## config.mk

```make
export PLATFORM = sky130hd
export DESIGN_NAME = card_supervisor_power_ctrl
export DESIGN_NICKNAME = d
export VERILOG_FILES = /design/src/card_supervisor_power_ctrl.v /design/src/card_seq.v
export VERILOG_INCLUDE_DIRS = /design/src
export SDC_FILE = /design/constraint.sdc
export NUM_CORES = 1
export LEC_CHECK = 0
export BUFFER_PORTS_ARGS = -buffer_cell sky130_fd_sc_hd__buf_2
export CAP_MARGIN = 20
export CORE_MARGIN = 1
export CORE_UTILIZATION = 43
export CTS_BUF_LIST = sky130_fd_sc_hd__clkbuf_16
export DETAILED_ROUTE_END_ITERATION = 8
export PLACE_DENSITY = 0.61
export RECOVER_POWER = 100
export SLEW_MARGIN = 20
export SYNTH_ARGS = -nofsm -noshare
export SYNTH_HDL_FRONTEND = slang
export SYNTH_SLANG_ARGS = --single-unit
```

## constraint.sdc

```tcl
create_clock -name i_core_clk -period 2.07 [get_ports i_core_clk]
set_input_delay 0.207 -clock i_core_clk [delete_from_list [all_inputs] [get_ports i_core_clk]]
set_output_delay 0.207 -clock i_core_clk [all_outputs]
set_load 0.005 [all_outputs]
```

## src/card_supervisor_defs.vh

```
// Contract
// - run bit low zeroes timeout config and data
// - contacts stay inactive during supply ramp
// - alarm pulse resets chip, forces deactivation
// - supply-low flag held until read without alarm
// - interrupt output low during power-on reset
// - shut-down exit or reset pin act as power-on
// - session start begins with converter start
// - converter mode chosen from input and card voltage
// - activation only with card present, no alarm
// - presence bit shown, toggle sets change flag
// - faults deactivate card, set status, interrupt
// - supply or reset overcurrent deactivates card
// - die overtemperature deactivates card
// - shut-down input low sets flag and interrupt
// - shut-down release performs full power-on reset
// - power-down: controller halted, card inactive, reduced
// - sleep: controller halted, card powered, clock stopped
// - wake on presence, overcurrent, reset pin
// - wake on enabled receive or external interrupt edges
// - wake waits 1536 cycles before resume
// - activation steps converter, supply, io, clock/reset
// - deactivation: reset, clock, io, supply, converter
// - emergency deactivation clears activate bit
`ifndef CARD_SUP_DEFS_VH
`define CARD_SUP_DEFS_VH

// register offsets
`define A_RUN 4'h0
`define A_CLKCFG 4'h1
`define A_BAUD 4'h2
`define A_UCFGB 4'h3
`define A_GUARD 4'h5
`define A_UCFGA 4'h6
`define A_PWR 4'h7
`define A_TOC 4'h8
`define A_FIFO_MIX 4'hc
`define A_DATA 4'hd
`define A_USTAT 4'he
`define A_HSTAT 4'hf

// field positions
`define B_RUN 3
`define B_START 0
`define B_3V 1
`define B_RSTV 2
`define B_1V8 3
`define B_RXWK 4
`define B_IRQWK 7
`define B_CST 4
`define B_SHL 5
`define B_CARD_DETECT_PIN 2
`define B_SHUTDOWN_FLAG 7
`define B_OC 5
`define B_SUPPLY_LOW_FLAG 4
`define B_PCHG 2
`define B_OT 0

// reset values and writable masks
`define R_ZERO 8'h00
`define MSR_FIXED 8'h40
`define M_RUN 8'h08
`define M_CLKCFG 8'h3f
`define M_UCFGB 8'hdf
`define M_UCFGA 8'h7f
`define M_PWR 8'h0f
`define M_UCFGA_RUN0 8'h73

// converter modes
`define CM_FOLLOW 2'h0
`define CM_DOUBLE 2'h1
`define CM_TRIPLE 2'h2

// timing
`define CLK_NS 20
`define CLK_HZ 50000000
`define T_STEP_NS 25000
`define HALF_CYC ((`T_STEP_NS / 2) / `CLK_NS)
`define DEACT_DLY_CYC ((`T_STEP_NS * 3 + 64 * `CLK_NS - 1) / (64 * `CLK_NS))
`define OSC_HZ 2500000
`define CONV_HALF_CYC (`CLK_HZ / (2 * `OSC_HZ))
`define WAKE_CYC 1536

// synchroniser bit map
`define SYNC_W 10
`define SYNC_RST 10'h184
`define S_CARD_DETECT_PIN 0
`define S_ALARM 1
`define S_SHUTDOWN_IN_N 2
`define S_XRST 3
`define S_OCV 4
`define S_OCR 5
`define S_OT 6
`define S_RX 7
`define S_XIRQ_N 8
`define S_DCHI 9

`endif

```

## src/card_supervisor_power_ctrl.v

```verilog
`timescale 1ns/10ps
`default_nettype none
`include "card_supervisor_defs.vh"

module card_supervisor_power_ctrl (
  // clock and reset
  input wire i_core_clk,
  input wire i_rst,
  // register port from the controller
  input wire [3:0] i_reg_addr,
  input wire i_reg_wr,
  input wire i_reg_rd,
  input wire [7:0] i_reg_wdata,
  output reg [7:0] o_reg_rdata,
  // controller side
  input wire i_power_down_bit,
  input wire i_ext_irq_enable,
  output reg o_irq_out_n,
  output reg o_ctrl_reset,
  output reg o_wake_resume,
  // pins and analog detectors
  input wire i_card_detect_pin,
  input wire i_supply_alarm,
  input wire i_shutdown_in_n,
  input wire i_ext_reset_pin,
  input wire i_oc_vcc,
  input wire i_oc_rst,
  input wire i_overtemp,
  input wire i_rx,
  input wire i_ext_irq_in_n,
  input wire i_converter_supply_pin_high,
  // converter control
  output wire o_conv_en,
  output reg o_conv_clk,
  output reg [1:0] o_conv_mode,
  // card contacts
  output wire o_card_vcc_en,
  output wire o_card_io_en,
  output wire o_card_clk_en,
  output reg o_card_rst,
  output reg o_clk_stop,
  output reg o_clk_stop_high,
  // power modes
  output reg o_power_down_mode,
  output reg o_sleep_mode,
  output reg o_bias_reduced
);

  localparam [`SYNC_W-1:0] SYNC_INIT = `SYNC_RST;
  localparam integer CONV_LAST = `CONV_HALF_CYC - 1;
  localparam integer WAKE_LAST = `WAKE_CYC - 1;

  // synchroniser stages
  reg [`SYNC_W-1:0] meta_q;
  reg [`SYNC_W-1:0] sync_q;
  wire [`SYNC_W-1:0] pins_in;

  // edge history
  reg card_detect_pin_prev_q;
  reg shutdown_flag_prev_q;
  reg rx_prev_q;
  reg xirq_prev_q;

  // internal power-on reset
  reg por_q;

  // software registers
  reg [7:0] run_q;
  reg [7:0] clkcfg_q;
  reg [7:0] baud_q;
  reg [7:0] ucfgb_q;
  reg [7:0] guard_q;
  reg [7:0] ucfga_q;
  reg [7:0] pwr_q;
  reg [7:0] toc_q;

  // hardware status flags
  reg supply_low_flag_q;
  reg shutdown_flag_f_q;
  reg oc_f_q;
  reg pchg_q;
  reg ot_f_q;

  // converter clock and wake timer
  reg [3:0] conv_cnt_q;
  reg wake_busy_q;
  reg [10:0] wake_cnt_q;

  // sequencer enables
  wire seq_rst_en;

  // synchronised pin views
  wire card_detect_pin;
  wire alarm;
  wire shutdown_in_n;
  wire xrst;
  wire ocv;
  wire ocr;
  wire otemp;
  wire rx;
  wire xirq_n;
  wire dc_high;

  // derived events
  wire card_detect_pin_tog;
  wire shutdown_flag_rise;
  wire rx_fall;
  wire xirq_fall;
  wire hs_rd;
  wire emerg;
  wire low_power;
  wire wake_ev;
  wire [7:0] hsr_val;
  wire [7:0] msr_val;

  assign pins_in = {i_converter_supply_pin_high, i_ext_irq_in_n, i_rx, i_overtemp,
                    i_oc_rst, i_oc_vcc, i_ext_reset_pin, i_shutdown_in_n,
                    i_supply_alarm, i_card_detect_pin};

  // two flops per pin, only the second stage is read
  genvar g;
  generate
    for (g = 0; g < `SYNC_W; g = g + 1) begin : g_sync
      always @(posedge i_core_clk) begin
        if (i_rst) begin
          meta_q[g] <= SYNC_INIT[g];
          sync_q[g] <= SYNC_INIT[g];
        end else begin
          meta_q[g] <= pins_in[g];
          sync_q[g] <= meta_q[g];
        end
      end
    end
  endgenerate

  assign card_detect_pin = sync_q[`S_CARD_DETECT_PIN];
  assign alarm = sync_q[`S_ALARM];
  assign shutdown_in_n = sync_q[`S_SHUTDOWN_IN_N];
  assign xrst = sync_q[`S_XRST];
  assign ocv = sync_q[`S_OCV];
  assign ocr = sync_q[`S_OCR];
  assign otemp = sync_q[`S_OT];
  assign rx = sync_q[`S_RX];
  assign xirq_n = sync_q[`S_XIRQ_N];
  assign dc_high = sync_q[`S_DCHI];

  // edge history on synchronised levels only
  always @(posedge i_core_clk) begin
    if (i_rst) begin
      card_detect_pin_prev_q <= 1'b0;
      shutdown_flag_prev_q <= 1'b1;
      rx_prev_q <= 1'b1;
      xirq_prev_q <= 1'b1;
    end else begin
      card_detect_pin_prev_q <= card_detect_pin;
      shutdown_flag_prev_q <= shutdown_in_n;
      rx_prev_q <= rx;
      xirq_prev_q <= xirq_n;
    end
  end

  assign card_detect_pin_tog = card_detect_pin ^ card_detect_pin_prev_q;
  assign shutdown_flag_rise = shutdown_in_n & ~shutdown_flag_prev_q;
  assign rx_fall = rx_prev_q & ~rx;
  assign xirq_fall = xirq_prev_q & ~xirq_n;

  // alarm, reset pin and shut-down release all restart the chip
  always @(posedge i_core_clk) begin
    if (i_rst) begin
      por_q <= 1'b1;
      o_ctrl_reset <= 1'b1;
    end else begin
      por_q <= alarm | xrst | shutdown_flag_rise;
      o_ctrl_reset <= alarm | xrst | shutdown_flag_rise;
    end
  end

  // any fault during a session tears the card down
  assign emerg = pwr_q[`B_START] & (~card_detect_pin | ocv | ocr | otemp | alarm);
  assign hs_rd = i_reg_rd & (i_reg_addr == `A_HSTAT);

  // software registers; the chip-level reset clears them all
  always @(posedge i_core_clk) begin
    if (por_q) begin
      run_q <= `R_ZERO;
      clkcfg_q <= `R_ZERO;
      baud_q <= `R_ZERO;
      ucfgb_q <= `R_ZERO;
      guard_q <= `R_ZERO;
      ucfga_q <= `R_ZERO;
      pwr_q <= `R_ZERO;
      toc_q <= `R_ZERO;
    end else begin
      if (i_reg_wr) begin
        case (i_reg_addr)
          `A_RUN: run_q <= i_reg_wdata & `M_RUN;
          `A_CLKCFG: clkcfg_q <= i_reg_wdata & `M_CLKCFG;
          `A_BAUD: baud_q <= i_reg_wdata;
          `A_UCFGB: ucfgb_q <= i_reg_wdata & `M_UCFGB;
          `A_GUARD: guard_q <= i_reg_wdata;
          `A_UCFGA: ucfga_q <= i_reg_wdata & `M_UCFGA;
          `A_PWR: begin
            pwr_q <= i_reg_wdata & `M_PWR;
            // a start request needs a card and a healthy supply
            pwr_q[`B_START] <= i_reg_wdata[`B_START] & card_detect_pin & ~alarm;
          end
          `A_TOC: toc_q <= i_reg_wdata;
          default: ;
        endcase
      end
      // uart held in reset: reload the cleared fields
      if (!run_q[`B_RUN]) begin
        toc_q <= `R_ZERO;
        ucfga_q <= ucfga_q & `M_UCFGA_RUN0;
      end
      if (emerg) begin
        pwr_q[`B_START] <= 1'b0;
      end
    end
  end

  // status flags: a live cause beats the clear-on-read
  always @(posedge i_core_clk) begin
    if (por_q) begin
      supply_low_flag_q <= 1'b1;
      shutdown_flag_f_q <= 1'b0;
      oc_f_q <= 1'b0;
      pchg_q <= 1'b0;
      ot_f_q <= 1'b0;
    end else begin
      if (hs_rd & ~alarm) supply_low_flag_q <= 1'b0;
      shutdown_flag_f_q <= ~shutdown_in_n | (shutdown_flag_f_q & ~hs_rd);
      oc_f_q <= ocv | ocr | (oc_f_q & ~hs_rd);
      pchg_q <= card_detect_pin_tog | (pchg_q & ~hs_rd);
      ot_f_q <= otemp | (ot_f_q & ~hs_rd);
    end
  end

  // interrupt low while in reset or any flag stands
  always @(posedge i_core_clk) begin
    if (por_q) begin
      o_irq_out_n <= 1'b0;
    end else begin
      o_irq_out_n <= ~(supply_low_flag_q | shutdown_flag_f_q | oc_f_q | pchg_q | ot_f_q);
    end
  end

  assign hsr_val = {shutdown_flag_f_q, 1'b0, oc_f_q, supply_low_flag_q, 1'b0, pchg_q, 1'b0, ot_f_q};
  // no receive fifo here, so the empty bit reads set
  assign msr_val = `MSR_FIXED | ({7'h00, card_detect_pin} << `B_CARD_DETECT_PIN);

  // read data is registered; offsets without a register read as zero
  always @(posedge i_core_clk) begin
    if (por_q) begin
      o_reg_rdata <= `R_ZERO;
    end else if (i_reg_rd) begin
      case (i_reg_addr)
        `A_RUN: o_reg_rdata <= run_q;
        `A_CLKCFG: o_reg_rdata <= clkcfg_q;
        `A_BAUD: o_reg_rdata <= baud_q;
        `A_UCFGB: o_reg_rdata <= ucfgb_q;
        `A_GUARD: o_reg_rdata <= guard_q;
        `A_UCFGA: o_reg_rdata <= ucfga_q;
        `A_PWR: o_reg_rdata <= pwr_q;
        `A_TOC: o_reg_rdata <= toc_q;
        `A_FIFO_MIX: o_reg_rdata <= msr_val;
        `A_HSTAT: o_reg_rdata <= hsr_val;
        // receive data and uart status stay zero without a uart
        default: o_reg_rdata <= `R_ZERO;
      endcase
    end
  end

  // activation and deactivation sequencer
  card_seq u_seq (
    .i_core_clk (i_core_clk),
    .i_rst (i_rst),
    .i_start (pwr_q[`B_START]),
    .o_conv_en (o_conv_en),
    .o_vcc_en (o_card_vcc_en),
    .o_io_en (o_card_io_en),
    .o_clk_en (o_card_clk_en),
    .o_rst_en (seq_rst_en)
  );

  // card reset follows software value only while enabled
  always @(posedge i_core_clk) begin
    if (i_rst) begin
      o_card_rst <= 1'b0;
    end else begin
      o_card_rst <= seq_rst_en & pwr_q[`B_RSTV];
    end
  end

  // converter mode from input level and chosen card supply
  always @(posedge i_core_clk) begin
    if (i_rst) begin
      o_conv_mode <= `CM_FOLLOW;
    end else if (pwr_q[`B_1V8]) begin
      o_conv_mode <= `CM_FOLLOW;
    end else if (dc_high) begin
      o_conv_mode <= pwr_q[`B_3V] ? `CM_FOLLOW : `CM_DOUBLE;
    end else begin
      o_conv_mode <= pwr_q[`B_3V] ? `CM_DOUBLE : `CM_TRIPLE;
    end
  end

  // pump clock divided from core clock, stopped with converter
  always @(posedge i_core_clk) begin
    if (i_rst | ~o_conv_en) begin
      conv_cnt_q <= 4'h0;
      o_conv_clk <= 1'b0;
    end else if (conv_cnt_q == CONV_LAST[3:0]) begin
      conv_cnt_q <= 4'h0;
      o_conv_clk <= ~o_conv_clk;
    end else begin
      conv_cnt_q <= conv_cnt_q + 4'h1;
    end
  end

  // power modes: card state decides power-down versus sleep
  always @(posedge i_core_clk) begin
    if (por_q) begin
      o_power_down_mode <= 1'b0;
      o_sleep_mode <= 1'b0;
      o_bias_reduced <= 1'b0;
      o_clk_stop <= 1'b0;
      o_clk_stop_high <= 1'b0;
    end else begin
      o_power_down_mode <= i_power_down_bit & ~o_card_vcc_en;
      o_sleep_mode <= i_power_down_bit & o_card_vcc_en;
      o_bias_reduced <= i_power_down_bit;
      o_clk_stop <= (i_power_down_bit & o_card_vcc_en) | clkcfg_q[`B_CST];
      o_clk_stop_high <= clkcfg_q[`B_SHL];
    end
  end

  assign low_power = o_power_down_mode | o_sleep_mode;
  assign wake_ev = low_power & (card_detect_pin_tog | ocv | ocr | xrst
                   | (rx_fall & ucfgb_q[`B_RXWK])
                   | (xirq_fall & ucfgb_q[`B_IRQWK] & i_ext_irq_enable));

  // resume only after the oscillator restart wait
  always @(posedge i_core_clk) begin
    if (i_rst) begin
      wake_busy_q <= 1'b0;
      wake_cnt_q <= 11'h000;
      o_wake_resume <= 1'b0;
    end else begin
      o_wake_resume <= 1'b0;
      if (!wake_busy_q) begin
        wake_cnt_q <= 11'h000;
        if (wake_ev) wake_busy_q <= 1'b1;
      end else if (wake_cnt_q == WAKE_LAST[10:0]) begin
        wake_busy_q <= 1'b0;
        o_wake_resume <= 1'b1;
      end else begin
        wake_cnt_q <= wake_cnt_q + 11'h001;
      end
    end
  end

endmodule

`default_nettype wire

```

## src/card_seq.v

```verilog
`timescale 1ns/10ps
`default_nettype none
`include "card_supervisor_defs.vh"

module card_seq (
  // clock and reset
  input wire i_core_clk,
  input wire i_rst,
  // session request level
  input wire i_start,
  // contact and converter enables
  output reg o_conv_en,
  output reg o_vcc_en,
  output reg o_io_en,
  output reg o_clk_en,
  output reg o_rst_en
);

  localparam ST_IDLE = 2'h0;
  localparam ST_ACT = 2'h1;
  localparam ST_ON = 2'h2;
  localparam ST_DEACT = 2'h3;
  localparam integer HALF_LAST = `HALF_CYC - 1;
  localparam integer DLY_LAST = `DEACT_DLY_CYC - 1;

  reg [1:0] state_q;
  reg [9:0] hc_q;
  reg [2:0] step_q;
  wire tick;

  // one tick per half sequencer step
  assign tick = (hc_q == HALF_LAST[9:0]);

  // step counter; enables change on a tick, except converter start and the reset drop after the deactivation delay
  always @(posedge i_core_clk) begin
    if (i_rst) begin
      state_q <= ST_IDLE;
      hc_q <= 10'h000;
      step_q <= 3'h0;
      o_conv_en <= 1'b0;
      o_vcc_en <= 1'b0;
      o_io_en <= 1'b0;
      o_clk_en <= 1'b0;
      o_rst_en <= 1'b0;
    end else begin
      hc_q <= tick ? 10'h000 : hc_q + 10'h001;
      case (state_q)
        ST_IDLE: begin
          hc_q <= 10'h000;
          step_q <= 3'h0;
          if (i_start) begin
            o_conv_en <= 1'b1;
            state_q <= ST_ACT;
          end
        end
        ST_ACT: begin
          if (!i_start) begin
            state_q <= ST_DEACT;
            hc_q <= 10'h000;
            step_q <= 3'h0;
          end else if (tick) begin
            step_q <= step_q + 3'h1;
            if (step_q == 3'h2) o_vcc_en <= 1'b1;
            if (step_q == 3'h6) o_io_en <= 1'b1;
            if (step_q == 3'h7) begin
              o_clk_en <= 1'b1;
              o_rst_en <= 1'b1;
              state_q <= ST_ON;
            end
          end
        end
        ST_ON: begin
          hc_q <= 10'h000;
          step_q <= 3'h0;
          if (!i_start) state_q <= ST_DEACT;
        end
        ST_DEACT: begin
          // a new start waits until the card is fully down
          if (step_q == 3'h0) begin
            if (hc_q == DLY_LAST[9:0]) begin
              o_rst_en <= 1'b0;
              step_q <= 3'h1;
              hc_q <= 10'h000;
            end
          end else if (tick) begin
            step_q <= step_q + 3'h1;
            if (step_q == 3'h1) o_clk_en <= 1'b0;
            if (step_q == 3'h2) o_io_en <= 1'b0;
            if (step_q == 3'h3) o_vcc_en <= 1'b0;
            if (step_q == 3'h7) begin
              o_conv_en <= 1'b0;
              state_q <= ST_IDLE;
            end
          end
        end
        default: state_q <= ST_IDLE;
      endcase
    end
  end

endmodule

`default_nettype wire

```

Word level (Yosys, flattened, before mapping). Index checks and enable logic that the tools add are counted.

Flip-flop bits (word level): 134. Input bits: 28. Output and inout port bits: 24. Logic and storage cells: 243.

Add/subtract/negate cells: 4. Eq/ne operators: 39. Multiplexer cells: 56. Bitwise operators: 56. Reductions and logical operators: 26.

Operator list (number): $pmux 8 s10 (1); $mux 10 (4); $pmux 10 s3 (1); $mux 1 (29); $reduce_and 7->1 (4); $or 1x1->1 (23); $ne 2x1->1 const B (11); $mux 2 (10); $and 1x1->1 (19); $eq 4x4->1 const B (4); $reduce_and 2->1 (8); $not 1->1 (13); $eq 4x3->1 const B (3); $mux 3 (4); $reduce_or 2->1 (6); $add 11x1->11 const B (1); $eq 11x11->1 const B (1); $add 10x1->10 const B (1); $eq 10x10->1 const B (1); $eq 10x6->1 const B (1); $pmux 1 s2 (5); $pmux 3 s3 (1); $eq 4x2->1 const B (2); $ne 2x2->1 const B (4); other kinds (19) (24).

Depth between registers and ports, before layout.
Word-level depth: 9. Mapped depth: 8. Gate-level depth less buffers: 7.

Modules after synthesis. From an unflattened synthesis, not the netlist that was laid out.

Cell total of the unflattened synthesis: 632. Area total of the unflattened synthesis: 5819.3 sq um.

By module, submodules not included: card_supervisor_power_ctrl (instances 1, cells an instance 487, area an instance 4566.9 sq um, sequential area each 2282.2 sq um); card_seq (instances 1, cells an instance 145, area an instance 1252.5 sq um, sequential area each 400.4 sq um).

Least setup slack after synthesis. No wires, ideal clock.

Path type: register -> register. From: register u_seq.state_q[1]. To: register u_seq.o_io_en. Data arrival time: 1634 ps. Data required time: 1942 ps. Setup slack: 308 ps. Cell stages (with the launch flop): 9. Cells stage by stage: dfxtp_1 -> inv_1 -> ha_1 -> clkbuf_1 -> mux2i_1 -> nor4_1 -> nand3_1 -> mux2i_1 -> nor2_1.

Longest elaborated chain between the ends: 3.

Ends and longest elaborated chain: start, declared (line card_seq.v:26) `reg [1:0] state_q;`; start signal, assigned (line card_seq.v:37) `state_q <= ST_IDLE;`; start signal, assigned (line card_seq.v:53) `state_q <= ST_ACT;`; start signal, assigned (line card_seq.v:58) `state_q <= ST_DEACT;`; $eq 2x2->1 or $eq 2x1->1 (tied branches) (line card_seq.v:47) `case (state_q)`; $ne 2x1->1 (no source line), or another cell as far along; $reduce_and 7->1 (no source line); end signal, assigned (line card_seq.v:42) `o_io_en <= 1'b0;`; end signal, assigned (line card_seq.v:64) `if (step_q == 3'h6) o_io_en <= 1'b1;`; end signal, assigned (line card_seq.v:88) `if (step_q == 3'h2) o_io_en <= 1'b0;`; end, declared (line card_seq.v:14) `output reg o_io_en,`.

Parallel ways exist; a longest one is shown, timed or not. A chain may end at the register's enable or synchronous reset.

Worst setup path in the final report.
From: register u_seq.hc_q[0]. To: register u_seq.o_rst_en.

Longest elaborated chain between the ends: 3.

Ends and longest elaborated chain: start, declared (line card_seq.v:27) `reg [9:0] hc_q;`; start signal, assigned (line card_seq.v:46) `hc_q <= tick ? 10'h000 : hc_q + 10'h001;`; $eq 10x6->1 or $eq 10x10->1 (tied branches) (line card_seq.v:80, card_seq.v:32); $ne 2x1->1 (no source line); $reduce_and 6->1 (no source line) *; end signal, assigned (line card_seq.v:44) `o_rst_en <= 1'b0;`; end signal, assigned (line card_seq.v:67) `o_rst_en <= 1'b1;`; end signal, assigned (line card_seq.v:81) `o_rst_en <= 1'b0;`; end, declared (line card_seq.v:16) `output reg o_rst_en`.

Every way passes the cells marked *; elsewhere a longest branch is shown, timed or not.

==> impl_summary.txt <==
----------------------------------------------------
[STA]
  Max-slew violation total from the final report ... 0
  Hold Fails Final Rpt ... 0
  Clock Skews ... 0.005876 ns
  Total negative slack for setup checks ... 0 ns
  Measured slew at the worst slew-check pin ... 0.8549 ns
  Time the final worst path needs with I/O delays and setup ... 1.906 ns
  Final hold slack ... 0.02343 ns
  Final period utilization ... 92.08%
  Setup violations, final ... 0
  Upper clock frequency limit ... 0.5246 GHz
  RSZ-0062 raised after global routing ... false
  Worst max-slew margin expressed relative to the limit ... 43.01%

[Synthesis]
  Number of enable flip-flop cells after synthesis ... 0
  Number of flip-flops and latches in the synthesized netlist ... 134
  Post-synthesis sequential area ratio ... 46.65%
  Distinct cell type count of the synthesized netlist ... 59
  Cell area after technology mapping ... 5751 µm²
  Yosys warnings ... 0
  Instance count of the mapped netlist ... 618
  Post-synthesis net count ... 664
  Prevailing post-synth register cell ... sky130_fd_sc_hd__dfxtp_1
  Mean post-synth cell area ... 9.305 µm²
  Async set or reset register ratio after synthesis ... 0%

[Detailed routing]
  Wirelength per Cell ... 15.13 µm
  Final Routed Wirelength ... 13180 µm
  DR pass1 iterations ... 5
  Via count normalized by instance count ... 5.243
  Detailed router's first-iteration violation count ... 305
  Final antenna-violating net count ... 0
  # DRC ... 0
  Detailed-route via count ... 4567

[Clock tree]
  CTS Buf Count ... 17
  TritonCTS sink count ... 134
  Clock tree from TritonCTS ... yes
  Cells resized by post-CTS repair ... 0
  Clock tree buffer depth ... 2
  Clock edge transition at the registers on the reported setup and hold paths ... 0.06 ns
  Clock root cell ... sky130_fd_sc_hd__clkbuf_16
  Number of buffers inserted for hold repair after clock tree synthesis ... 7
  Post-CTS setup buffer count ... 0
  Clock latency on the worst-skew pair ... 0.42 ns
  H-tree levels ... 4

[Critical path]
  CP endpoint kind ... register
  CP Class ... reg -> reg
  Startpoint type of the worst setup path ... register
  Worst reg2reg startpoint ... u_seq.hc_q[0]
  Arrival time at the worst endpoint ... 2.25 ns
  Worst-path maximum fanout ... 6
  Required @ worst endpoint ... 2.42 ns
  Timing startpoint of the critical path ... u_seq.hc_q[0]

[Die]
  Initial core utilization ... 44.84%
  Number of cell rows ... 41
  Core outline area ... 12820 µm²
  Full die area ... 13840 µm²
  Die extent in y ... 117.6 µm
  Top-Level Pins ... 52
  Chip width ... 117.6 µm

[Pwr]
  Switching power of the nets ... 1.402 mW
  Peak ir drop on the vdd network ... 0.5928 mV
  Total internal power ... 5.042 mW
  PD cells ... 930.6 nW/µm²
  Switching share of power ... 21.75%
  Share of total power in combinational logic ... 6.6%
  Sequential power share ... 41.4%
  Static leakage power ... 2.782 nW
  Proportion of power drawn by the clock network ... 52.0%

[Final layout]
  Commonest cells after routing, fill and taps aside ... sky130_fd_sc_hd__dfxtp_1 (134), sky130_fd_sc_hd__nor2_1 (94), sky130_fd_sc_hd__mux2i_1 (54)
  Most common library cell in the layout ignoring fill and taps ... sky130_fd_sc_hd__dfxtp_1
  Ant diodes ... 0
  Post-Layout Cell Count ... 871
  Summed area of non-filler cells in the final layout ... 6924 µm²
  Number of nets in the layout ... 732
  Share of final-layout standard cells stronger than drive strength 1 ... 14.59%
  Area Growth Syn to Fin ... 20.41%
  Finished Core Util ... 53.99%

[Place]
  Quantity of I/O buffers inserted on ports ... 51
  DPL Wire Length ... 9288 µm
  Post-placement cell area ... 6267 µm²
  Global placer's final weighted congestion ... 0.8551
  Count of placed standard cells including taps ... 832

[Global route]
  Pin count of the biggest net entering global routing ... 35
  Antenna violations before repair ... 0
  Wire length of the first global-routing pass ... 21930 µm
  GRT Total Usage ... 19.87%
  Vias in the first global route ... 4453
  Global route total overflow ... 0

[Worst hold path]
  Beginning of the worst hold path ... i_supply_alarm
  Worst hold path type ... in -> reg

[Run status]
  Run status ... completed

[Job]
  Max-cap violations ... 0

----------------------------------------------------
## state kept, by name, summed over array words and instances, names as in the netlist, 2 cells and up
register and flops:
u_seq.step_q 3, u_seq.hc_q 10, wake_cnt_q 11, o_reg_rdata 8, meta_q 10, baud_q 8, clkcfg_q 6, guard_q 8
toc_q 8, conv_cnt_q 4, ucfgb_q 7, pwr_q 4, ucfga_q 7, u_seq.state_q 2, o_conv_mode 2
## through the flow
| step | total power, mW | worst slack, ns |
|---|---|---|
| after global placement | 3.133 | 0.2347 |
| final | 6.444 | 0.1640 |
| after CTS | 6.526 | 0.1750 |
| after global routing | 6.686 | 0.01561 |
| after floorplan | 3.001 | 0.3083 |
| after detailed placement | 3.141 | 0.1817 |
## synthesized netlist by cell type (all sizes together), types with 3 or more instances
cell type / number / share of area (%)
nor3: 10 / 1.3
buf: 7 / 0.57
inv: 18 / 1.2
or2: 9 / 0.98
a21oi: 23 / 2.0
a221oi: 3 / 0.46
mux2i: 54 / 9.4
nor2b: 28 / 3.0
ha: 18 / 3.9
nand2: 31 / 2.1
and3: 8 / 0.87
mux2: 5 / 0.98
nor4: 4 / 0.44
o21ai: 13 / 1.1
a31oi: 8 / 0.87
nand4b: 3 / 0.46
xor2: 12 / 1.8
dfxtp: 134 / 47
a22oi: 8 / 1.0
a22o: 6 / 0.91
and2: 3 / 0.33
nand3: 25 / 2.2
nand3b: 7 / 0.91
nand4: 8 / 0.87
nand2b: 7 / 0.76
nor2: 94 / 6.2
clkbuf: 25 / 1.6
o21a: 4 / 0.52
nor3b: 4 / 0.52
xnor2: 9 / 1.4
## path summary, 6_finish.rpt
| check | end | slack [ns] | cells after the start |
|---|---|---|---|
| hold / removal | meta_q[1] | 0.02 | 2 |
| setup / recovery | u_seq.o_rst_en | 0.16 | 7 |
| setup reg to reg | u_seq.o_rst_en | 0.16 | 7 |
| hold reg to reg | rx | 0.41 | 1 |
## logic make-up after synthesis
| logic type | count (synthesis) | share of synthesized area [%] |
|---|---|---|
| multiplexers | 60 | 10.77 |
| XOR/XNOR | 21 | 3.198 |
| AO/OA/AOI/OAI | 86 | 10.07 |
| buffers and inverters | 50 | 3.372 |
| AND/OR/NAND/NOR | 249 | 22.02 |
| flip-flops | 134 | 46.65 |
| adder cells (fa/ha/maj) | 18 | 3.917 |
## critical path: stages (launching register included)
cell                       delay, ns
sky130_fd_sc_hd__dfxtp_1        0.32
sky130_fd_sc_hd__inv_1          0.09
sky130_fd_sc_hd__ha_1           0.15
sky130_fd_sc_hd__nand4b_1       0.23
sky130_fd_sc_hd__nor3_4         0.33
sky130_fd_sc_hd__nand2_1        0.13
sky130_fd_sc_hd__or4_1          0.43
sky130_fd_sc_hd__a21oi_1        0.15
## per-layer routing
| metal | vias up | track usage, % | share of wire [%] |
|---|---|---|---|
| met2 | 103 | 32.87 | 48 |
| met4 | 0 | 5.849 | 1.3 |
| met3 | 16 | 5.426 | 3.9 |
| met1 | 2156 | 25.15 | 47 |
| met5 | - | 0 | 0 |
| li1 | 2292 | - | - |
## power by group through the flow
stage	Clock, mW	Combinational (mW)	Sequential, mW
after floorplan	0	0.288	2.71
after global placement	0	0.412	2.72
after detailed placement	0	0.419	2.72
after CTS	3.43	0.431	2.67
after global routing	3.54	0.470	2.67
final	3.35	0.424	2.67
## layout make-up
class / count / area (µm²)
Fill cell: 1179 / 5901
Multi-Input combinational cell: 434 / 2858
Sequential cell: 134 / 2683
Timing Repair Buffer: 81 / 439.2
Clock buffer: 17 / 425.4
Clock inverter: 15 / 236.5
Tap cell: 172 / 215.2
Inverter: 18 / 67.56
(Power assumes the default switching activity.)
